`src/tbwd_pkg.sv`:
```
/*
 Shared constants and types for the time base, watchdog and interrupt control block.
 Assumes a single 40 MHz system clock and an APB3 master with 32-bit data.
*/
package tbwd_pkg;

  // System clock and on-chip RC oscillator model
  localparam int sys_clk_hz = 40_000_000;
  localparam int rc_freq_khz = 256;
  localparam int rc_div_cyc = sys_clk_hz / (rc_freq_khz * 1000);
  localparam logic [7:0] rc_cnt_last = 8'(rc_div_cyc - 1);

  // Counter geometry
  localparam logic [2:0] prescale_last = 3'h7;
  localparam logic [7:0] tb_last = 8'hff;
  localparam logic [1:0] wd_last = 2'h3;
  localparam logic [6:0] div_all_ones = 7'h7f;
  localparam int ram_words = 32;
  localparam int ram_bits = 4;

  // Serial framing
  localparam logic [2:0] cmd_mode_id = 3'b100;
  localparam logic [2:0] write_mode_id = 3'b101;
  localparam logic [3:0] id_last = 4'h2;
  localparam logic [3:0] cmd_last = 4'h8;
  localparam logic [3:0] addr_last = 4'h5;
  localparam logic [3:0] data_last = 4'h3;

  // Command codes: eight code bits follow the mode id, then one ignored bit
  localparam logic [7:0] system_disable_cmd = 8'h00;
  localparam logic [7:0] system_enable_cmd = 8'h01;
  localparam logic [7:0] display_bias_off_cmd = 8'h02;
  localparam logic [7:0] display_bias_on_cmd = 8'h03;
  localparam logic [7:0] timebase_disable_cmd = 8'h04;
  localparam logic [7:0] watchdog_disable_cmd = 8'h05;
  localparam logic [7:0] timebase_enable_cmd = 8'h06;
  localparam logic [7:0] watchdog_enable_cmd = 8'h07;
  localparam logic [7:0] timebase_clear_cmd = 8'h0c;
  localparam logic [7:0] watchdog_clear_cmd = 8'h0e;
  localparam logic [7:0] src_xtal_cmd = 8'h14;
  localparam logic [7:0] src_rc_cmd = 8'h18;
  localparam logic [7:0] src_ext_cmd = 8'h1c;
  localparam logic [7:0] intr_out_off_cmd = 8'h80;
  localparam logic [7:0] intr_out_on_cmd = 8'h88;
  localparam logic [4:0] divider_cmd_head = 5'b10100;

  // APB register byte offsets
  localparam logic [7:0] cmd_reg_ofs = 8'h00;
  localparam logic [7:0] cfg_reg_ofs = 8'h04;
  localparam logic [7:0] status_reg_ofs = 8'h08;
  localparam logic [7:0] count_reg_ofs = 8'h0c;
  localparam int ram_base_bit = 7;

  typedef enum logic [1:0] {
    src_rc = 2'b00,
    src_xtal = 2'b01,
    src_ext = 2'b10
  } clk_src_t;

  typedef enum logic [2:0] {
    ser_id = 3'b000,
    ser_cmd = 3'b001,
    ser_addr = 3'b010,
    ser_data = 3'b011,
    ser_skip = 3'b100
  } ser_st_t;

  typedef struct packed {
    logic psel;
    logic penable;
    logic pwrite;
    logic [7:0] paddr;
    logic [31:0] pwdata;
  } apb_req_t;

  typedef struct packed {
    logic pready;
    logic pslverr;
    logic [31:0] prdata;
  } apb_rsp_t;

  typedef struct packed {
    logic cs_n;
    logic wr_n;
    logic data;
  } serial_pins_t;

  typedef struct packed {
    logic [19:0] rsvd;
    logic [2:0] div_n;
    logic wd_flag;
    logic irq_en;
    logic irq_src_wd;
    logic tb_en;
    clk_src_t src;
    logic bias_on;
    logic sys_run;
    logic clk_run;
  } status_t;

  typedef struct packed {
    logic [21:0] rsvd;
    logic [1:0] wd_cnt;
    logic [7:0] tb;
  } count_t;

endpackage : tbwd_pkg

```
`src/timebase_watchdog_irq_control.sv`:
```
/*
 Clock source selection, power-down, shared time base / watchdog counter, interrupt pin
 control and 32x4 display memory of a segment display controller.
 Assumes: serial pins and the oscillator pin are asynchronous and are synchronised here;
 an APB3 master on i_sys_clk; the pad resolves the open-drain interrupt pin from o_irq_oe.
*/
// Design decisions made here: register access over APB and the placing of the registers.
`timescale 1ns/100ps
module timebase_watchdog_irq_control (
  input wire logic i_sys_clk,
  input wire logic i_reset,
  input wire tbwd_pkg::apb_req_t i_apb,
  output tbwd_pkg::apb_rsp_t o_apb,
  input wire tbwd_pkg::serial_pins_t i_serial,
  input wire logic i_osc_input_pin,
  output logic [127:0] o_seg_data,
  output logic o_bias_on,
  output logic o_sys_clk_run,
  output logic o_irq_o,
  output logic o_irq_oe
);
  import tbwd_pkg::*;

  typedef struct packed {
    logic [1:0] cs_sync;
    logic [1:0] wr_sync;
    logic [1:0] dat_sync;
    logic [1:0] osc_sync;
    logic wr_prev;
    logic osc_prev;
    ser_st_t ser_st;
    logic [3:0] bit_cnt;
    logic [8:0] shreg;
    logic [5:0] addr;
    logic sys_run;
    logic bias_on;
    logic xtal_ext_drive;
    clk_src_t src;
    logic tb_en;
    logic irq_src_wd;
    logic irq_en;
    logic [2:0] div_n;
    logic [7:0] rc_cnt;
    logic [2:0] pre_cnt;
    logic [6:0] div_cnt;
    logic [7:0] tb;
    logic [1:0] wd_cnt;
    logic wd_flag;
    logic [ram_words-1:0][ram_bits-1:0] ram;
    logic [7:0] last_cmd;
    apb_rsp_t apb;
    logic [127:0] seg;
    logic irq_oe;
    logic irq_o;
    logic clk_run;
  } state_t;

  state_t q_reg;
  state_t q_next;
  logic run_now;
  logic sys_tick;
  logic ref_tick;
  logic wd_tick;
  logic cmd_fire;
  logic ser_fire;
  logic [7:0] ser_code;
  logic wr_rise;
  logic osc_rise;
  logic [6:0] div_mask;
  logic [31:0] rd_data;
  logic mapped;
  status_t status;
  count_t count;

  // Power-down is possible only with RC, or crystal not overdriven externally
  function automatic logic pd_ok(input state_t s);
    return (s.src == src_rc) || (s.src == src_xtal && !s.xtal_ext_drive);
  endfunction : pd_ok

  function automatic state_t exec_cmd(input state_t s, input logic [7:0] c);
    state_t r;
    r = s;
    r.last_cmd = c;
    if (c[7:3] == divider_cmd_head) begin
      r.div_n = c[2:0];
    end else begin
      case (c)
        system_disable_cmd: begin
          if (pd_ok(s)) begin
            r.sys_run = 1'b0;
            r.bias_on = 1'b0;
          end
        end
        system_enable_cmd: r.sys_run = 1'b1;
        display_bias_off_cmd: r.bias_on = 1'b0;
        display_bias_on_cmd: r.bias_on = 1'b1;
        timebase_disable_cmd: r.tb_en = 1'b0;
        watchdog_disable_cmd: r.tb_en = 1'b0;
        timebase_enable_cmd: begin
          r.tb_en = 1'b1;
          r.irq_src_wd = 1'b0;
        end
        watchdog_enable_cmd: begin
          r.tb_en = 1'b1;
          r.irq_src_wd = 1'b1;
        end
        timebase_clear_cmd: r.tb = '0;
        watchdog_clear_cmd: begin
          r.tb = '0;
          r.wd_cnt = '0;
          r.wd_flag = 1'b0;
        end
        src_xtal_cmd: r.src = src_xtal;
        src_rc_cmd: r.src = src_rc;
        src_ext_cmd: r.src = src_ext;
        intr_out_off_cmd: r.irq_en = 1'b0;
        intr_out_on_cmd: r.irq_en = 1'b1;
        default: r.last_cmd = c;
      endcase
    end
    return r;
  endfunction : exec_cmd

  always_comb begin
    q_next = q_reg;
    ser_fire = 1'b0;
    ser_code = q_reg.shreg[7:0];
    cmd_fire = 1'b0;

    // Pin synchronisers
    q_next.cs_sync = {q_reg.cs_sync[0], i_serial.cs_n};
    q_next.wr_sync = {q_reg.wr_sync[0], i_serial.wr_n};
    q_next.dat_sync = {q_reg.dat_sync[0], i_serial.data};
    q_next.osc_sync = {q_reg.osc_sync[0], i_osc_input_pin};
    q_next.wr_prev = q_reg.wr_sync[1];
    q_next.osc_prev = q_reg.osc_sync[1];
    wr_rise = q_reg.wr_sync[1] && !q_reg.wr_prev;
    osc_rise = q_reg.osc_sync[1] && !q_reg.osc_prev;

    // Serial receiver; chip select high restarts framing
    if (q_reg.cs_sync[1]) begin
      q_next.ser_st = ser_id;
      q_next.bit_cnt = '0;
    end else if (wr_rise) begin
      q_next.shreg = {q_reg.shreg[7:0], q_reg.dat_sync[1]};
      q_next.bit_cnt = q_reg.bit_cnt + 4'h1;
      case (q_reg.ser_st)
        ser_id: begin
          if (q_reg.bit_cnt == id_last) begin
            q_next.bit_cnt = '0;
            if ({q_reg.shreg[1:0], q_reg.dat_sync[1]} == cmd_mode_id) begin
              q_next.ser_st = ser_cmd;
            end else if ({q_reg.shreg[1:0], q_reg.dat_sync[1]} == write_mode_id) begin
              q_next.ser_st = ser_addr;
            end else begin
              q_next.ser_st = ser_skip;
            end
          end
        end
        ser_cmd: begin
          if (q_reg.bit_cnt == cmd_last) begin
            q_next.bit_cnt = '0;
            ser_fire = 1'b1;
          end
        end
        ser_addr: begin
          if (q_reg.bit_cnt == addr_last) begin
            q_next.bit_cnt = '0;
            q_next.addr = {q_reg.shreg[4:0], q_reg.dat_sync[1]};
            q_next.ser_st = ser_data;
          end
        end
        ser_data: begin
          // Data nibble arrives least significant bit first
          q_next.shreg = q_reg.shreg;
          q_next.shreg[q_reg.bit_cnt[1:0]] = q_reg.dat_sync[1];
          if (q_reg.bit_cnt == data_last) begin
            q_next.bit_cnt = '0;
            q_next.ram[q_reg.addr[4:0]] = {q_reg.dat_sync[1], q_reg.shreg[2:0]};
            q_next.addr = q_reg.addr + 6'h1;
          end
        end
        default: q_next.bit_cnt = q_reg.bit_cnt;
      endcase
    end
    if (ser_fire) begin
      q_next = exec_cmd(q_next, ser_code);
      cmd_fire = 1'b1;
    end

    // APB slave: one wait state, effect on the edge that samples pready high
    status = '0;
    status.div_n = q_reg.div_n;
    status.wd_flag = q_reg.wd_flag;
    status.irq_en = q_reg.irq_en;
    status.irq_src_wd = q_reg.irq_src_wd;
    status.tb_en = q_reg.tb_en;
    status.src = q_reg.src;
    status.bias_on = q_reg.bias_on;
    status.sys_run = q_reg.sys_run;
    status.clk_run = q_reg.clk_run;
    count = '0;
    count.wd_cnt = q_reg.wd_cnt;
    count.tb = q_reg.tb;
    mapped = (i_apb.paddr[1:0] == 2'b00) && (i_apb.paddr[ram_base_bit]
      || i_apb.paddr == cmd_reg_ofs || i_apb.paddr == cfg_reg_ofs
      || i_apb.paddr == status_reg_ofs || i_apb.paddr == count_reg_ofs);
    rd_data = '0;
    if (i_apb.paddr[ram_base_bit]) begin
      rd_data[ram_bits-1:0] = q_reg.ram[i_apb.paddr[6:2]];
    end else if (i_apb.paddr == cmd_reg_ofs) begin
      rd_data[7:0] = q_reg.last_cmd;
    end else if (i_apb.paddr == cfg_reg_ofs) begin
      rd_data[0] = q_reg.xtal_ext_drive;
    end else if (i_apb.paddr == status_reg_ofs) begin
      rd_data = status;
    end else if (i_apb.paddr == count_reg_ofs) begin
      rd_data = count;
    end
    q_next.apb.pready = i_apb.psel && i_apb.penable && !q_reg.apb.pready;
    q_next.apb.pslverr = 1'b0;
    if (i_apb.psel && i_apb.penable && !q_reg.apb.pready) begin
      q_next.apb.pslverr = !mapped;
      q_next.apb.prdata = mapped ? rd_data : '0;
    end
    if (i_apb.psel && i_apb.penable && q_reg.apb.pready && i_apb.pwrite && mapped) begin
      if (i_apb.paddr[ram_base_bit]) begin
        q_next.ram[i_apb.paddr[6:2]] = i_apb.pwdata[ram_bits-1:0];
      end else if (i_apb.paddr == cmd_reg_ofs) begin
        q_next = exec_cmd(q_next, i_apb.pwdata[7:0]);
        cmd_fire = 1'b1;
      end else if (i_apb.paddr == cfg_reg_ofs) begin
        q_next.xtal_ext_drive = i_apb.pwdata[0];
      end
    end

    // Clock chain: source, prescaler, 2^n divider, time base, watchdog
    run_now = q_reg.sys_run || !pd_ok(q_reg);
    sys_tick = 1'b0;
    ref_tick = 1'b0;
    wd_tick = 1'b0;
    div_mask = ~(div_all_ones << q_reg.div_n);
    if (run_now) begin
      if (q_reg.src == src_rc) begin
        q_next.rc_cnt = (q_reg.rc_cnt == rc_cnt_last) ? 8'h00 : q_reg.rc_cnt + 8'h01;
        sys_tick = (q_reg.rc_cnt == rc_cnt_last);
      end else begin
        sys_tick = osc_rise;
      end
      if (q_reg.src == src_xtal) begin
        ref_tick = sys_tick;
      end else begin
        ref_tick = sys_tick && (q_reg.pre_cnt == prescale_last);
        if (sys_tick) begin
          q_next.pre_cnt = q_reg.pre_cnt + 3'h1;
        end
      end
      if (ref_tick) begin
        q_next.div_cnt = q_reg.div_cnt + 7'h01;
      end
      wd_tick = ref_tick && ((q_reg.div_cnt | ~div_mask) == div_all_ones);
      if (wd_tick && q_reg.tb_en) begin
        q_next.tb = q_next.tb + 8'h01;
        if (q_reg.tb == tb_last) begin
          q_next.wd_cnt = q_next.wd_cnt + 2'h1;
          if (q_reg.wd_cnt == wd_last) begin
            q_next.wd_flag = 1'b1;
          end
        end
      end
    end else begin
      q_next.rc_cnt = '0;
    end

    // Outputs follow the updated state
    q_next.clk_run = q_next.sys_run || !pd_ok(q_next);
    q_next.seg = (q_next.clk_run && q_next.bias_on) ? q_next.ram : '0;
    q_next.irq_o = 1'b0;
    q_next.irq_oe = q_next.clk_run && q_next.irq_en
      && (q_next.irq_src_wd ? q_next.wd_flag : !q_next.tb[7]);
  end

  always_ff @(posedge i_sys_clk) begin
    if (i_reset) begin
      q_reg <= '0;
    end else begin
      q_reg <= q_next;
    end
  end

  assign o_apb = q_reg.apb;
  assign o_seg_data = q_reg.seg;
  assign o_bias_on = q_reg.bias_on;
  assign o_sys_clk_run = q_reg.clk_run;
  assign o_irq_o = q_reg.irq_o;
  assign o_irq_oe = q_reg.irq_oe;
endmodule : timebase_watchdog_irq_control

```
`config.mk`:
```
export PLATFORM = sky130hd
export DESIGN_NAME = timebase_watchdog_irq_control
export DESIGN_NICKNAME = d
export VERILOG_FILES = /design/src/tbwd_pkg.sv /design/src/timebase_watchdog_irq_control.sv
export SDC_FILE = /design/constraint.sdc
export NUM_CORES = 1
export LEC_CHECK = 0
export ABC_AREA = 1
export BUFFER_PORTS_ARGS = -buffer_cell sky130_fd_sc_hd__buf_2
export CORE_ASPECT_RATIO = 1.4
export CORE_MARGIN = 2
export CORE_UTILIZATION = 50
export CTS_CLUSTER_DIAMETER = 100
export DETAILED_ROUTE_END_ITERATION = 6
export GPL_TIMING_DRIVEN = 0
export PLACE_DENSITY = 0.7
export SETUP_SLACK_MARGIN = 0.1
export SLEW_MARGIN = 10
export SYNTH_ARGS = -nofsm -noshare
export SYNTH_HDL_FRONTEND = slang
export SYNTH_SLANG_ARGS = --single-unit
```
`constraint.sdc`:
```
create_clock -name i_sys_clk -period 2.6 [get_ports i_sys_clk]
set_clock_uncertainty 0.05 [all_clocks]
set_input_delay 0.13 -clock i_sys_clk [delete_from_list [all_inputs] [get_ports i_sys_clk]]
set_output_delay 0.13 -clock i_sys_clk [all_outputs]
set_load 0.02 [all_outputs]
```
==> summary.txt <==
Placed design
  – Post-DP HPWL: 42,000 um
  – PortBufs: 165
  – Post-Place Cells: 3,042
  – Gp weighted congestion: 1.00
  – Pre-CTS setup slack: -0.792 ns

Synthesis
  – Largest family of logic cells by synthesized area: simple AND/OR/NAND/NOR gates
  – FF+latch count, synth: 350
  – Yosys cell types: 56
  – Adder-cell share of the synthesized area: 0.917%
  – Cell count after synthesis: 2,401
  – Post-synthesis mux area share: 0.0635%
  – Post-Syn Area: 17,700 um2
  – Post-synthesis async set-or-reset flop share: 0%
  – Register area share after synthesis: 39.5%
  – Xor/xnor share of the synthesized area: 0.198%
  – Synth Flop Type: dfxtp_1
  – Average size of a mapped cell: 7.39 um2
  – Yosys warns: 0
  – Simple-Gate Fraction of Synth Area: 27.3%
  – Number of synthesized flops with an enable pin: 0
  – Compound-gate portion of the synthesized area: 16.1%

STA
  – Post-Route Setup TNS: 0 ns
  – Relative slew slack: 18.7%
  – Final setup vio count: 0
  – Worst slew pin tran: 1.21 ns
  – Fin Hold WS: 0.0454 ns
  – Final Max Tran Viols: 0
  – Crit path time final: 2.53 ns
  – Fmax: 395 MHz
  – Final Hold Vio Count: 0
  – RSZ-0062 raised after global routing: true
  – Worst setup margin: 0.0705 ns
  – Crit share post-route: 97.3%

Hold path
  – Hold_sp: i_apb[40]
  – Worst Hold End: q_reg[338]
  – Hold path depth: 5
  – Worst Hold Class: in -> reg

Critical path
  – Critical path class: reg -> reg
  – R2R setup slack: 0.07 ns
  – Data arrival, critical path: 2.94 ns
  – Worst path cell trace: inv_4 > ha_4 > nand3_4 > inv_4 > nand4_1 > inv_2 > nand2_1 > nand2_1 > inv_1 > nand2_1 > inv_1 > nand2_1 > nand2_1 > nand2_1 > nand2_2 > nand2_4 > nand2_8 > buf_12 > buf_12 > buf_12 > nor2_4
  – Max stage delay on crit path: 0.38 ns
  – Largest fanout on the critical path: 6
  – Req. time, crit path: 3.01 ns
  – Most frequent CP cell: nand2_1
  – Worst Setup SP: q_reg[356]
  – Critical Path End Type: register
  – Stages on the worst setup path: 21
  – CP delay by family, top: simple AND/OR/NAND/NOR gates
  – Worst r2r src: q_reg[356]
  – Critical R2R Capture: o_seg_data[62]
  – Buf/Inv on CP: 8
  – CP startpoint kind: register
  – CP max stage cell: dfxtp_4
  – R2R cell count: 21

Clock network
  – Worst-Skew Late Latency: 0.54 ns
  – Maximum clock path buffer count: 3
  – Worst-path clk slew: 0.06 ns
  – CTS tree: built
  – Num CTS Buffers: 36
  – CTS sink cnt: 350
  – H-tree depth: 2
  – Root buffer cell: clkbuf_16

GRT
  – Largest net degree at the start of global routing: 17
  – GR Overflow Total: 0
  – First-pass GRT wire length: 86,800 um
  – Number of global-route vias before repair: 15,600
  – GRT Total Usage: 30.9%
  – Initial antenna violation count: 2

Power and ir drop
  – Leak pwr: 8.74 nW
  – Max VDD drop: 0.566 mV
  – Total power: 11.6 mW
  – PD cells: 534 nW/um2

Job
  – Max Cap Viol: 0

Finish
  – Nets: 2,747
  – Cell Count, Final, Fillers Out: 3,169
  – Ratio of cells with drive above 1 in the final layout: 26.6%
  – Largest register FFs: 195
  – Layout area overhead: 23.0%

Routing
  – Detail Route Antenna Nets: 0
  – Via density: 5.32
  – DR pass1 iterations: 6
  – Initial DRC count: 1,439
  – Vias: 16,900
  – WL final: 58,800 um
  – DRC Markers: 0
  – Wirelength per Cell: 18.6 um

Floorplan
  – # rows: 81
  – # IOs: 215
  – DIE WIDTH: 163 um
  – Core Area: 35,000 um2
  – Die footprint: 37,000 um2
  – Initial core utilization: 50.7%
  – Chip Height: 227 um

Status
  – Status: finished clean
per-stage QoR:
step | instance area (um2) | utilization [%]
final | 21800 | 62.4
after global placement | 19200 | 54.9
after global routing | 21800 | 62.4
after detailed placement | 19200 | 54.9
after floorplan | 17800 | -
after CTS | 21100 | 60.4
Yosys cell counts (27+ instances only):
cell      number  area [um2]
o22ai_1       66         413
dfxtp_1      350        7010
nor3_1        27         135
o21ai_1       80         400
inv_1        258         968
buf_4        163        1220
nand2_1      472        1770
nor2_4       104        1170
nand3_1       44         220
nor2_1       244         916
clkbuf_1      68         255
a21oi_1       70         350
o21ai_0      282        1410
how the worst max path moves through the flow:
stage	endpoint	slack, ns
after floorplan	o_seg_data[57]	0.39
after global placement	o_apb[1]	-0.78
final	o_seg_data[62]	0.07
after global routing	o_seg_data[62]	-0.06
after CTS	q_reg[228]	0.10
after detailed placement	o_apb[2]	-0.79
kinds of logic after synthesis:
group | Yosys count
compound gates | 534
flops | 350
other cells | 1
xor+xnor | 4
mux | 1
buf+inv | 526
simple gates | 972
fa+ha+maj | 13
cell usage in the layout (no fill, tap or decap), types with 4 or more instances in the layout:
master and count:
a211oi_1 5, nor4_4 4, nor3_1 22, clkbuf_1 61, buf_2 166, a31oi_1 5
inv_2 19, a311oi_1 4, buf_4 194, nand3_1 40, clkinvlp_4 7, nand2_4 10
ha_1 11, bufinv_16 6, buf_16 9, nand3_4 5, nor3_4 8, nor2_4 119
conb_1 21, inv_1 248, clkbuf_2 11, inv_4 5, o221ai_1 4, nand2_1 436
nor2_2 28, dfxtp_1 345, nand2_2 33, o21ai_1 87, clkinv_4 4, nor2_1 225
buf_6 8, buf_12 11, clkbuf_16 43, a21oi_1 70, a221oi_1 4, nand4_1 24
inv_6 5, o22ai_1 66, o21ai_0 274, dlygate4sd3_1 9
area by class of cell:
class,instances,area [um2]
Antenna cell,2,5.00
Timing Repair Buffer,227,1650
Clock inverter,21,299
Tap cell,456,571
Fill cell,3136,13200
Inverter,275,1050
Sequential cell,350,7020
Multi-Input combinational cell,1545,8440
Buffer,250,1820
Clock buffer,43,968
repair_timing:
item	CTS	global route
hold buffers	9	0
hold endpoints to repair	9	0
gates cloned	5	6
pin swaps	11	30
buffers inserted	17	25
resized for setup	64	107
endpoints found under the setup margin	274	245
worst register-to-register path, delay by kind of cell (launching register included):
family,cells,cell delay [ns]
and+or+nand+nor,12,1.05
buffers and inverters,8,0.83
DFF,1,0.38
adders and majority gates,1,0.15
where the power goes:
part | switching [mW] | internal, mW
logic | 0.496 | 0.160
clock network | 2.30 | 3.30
registers | 0.0154 | 5.37
total | 2.81 | 8.83
metal layers:
metal  global-route usage (%)  share of wire (%)  vias to the layer above
li1                         -                  -                     8138
met2                     54.2                 49                      803
met1                     35.5                 37                     7724
met3                     4.30                7.4                      207
met4                     18.2                7.0                        0
met5                        0                  0                        -
Note: power is estimated with default switching activity, not from simulation.
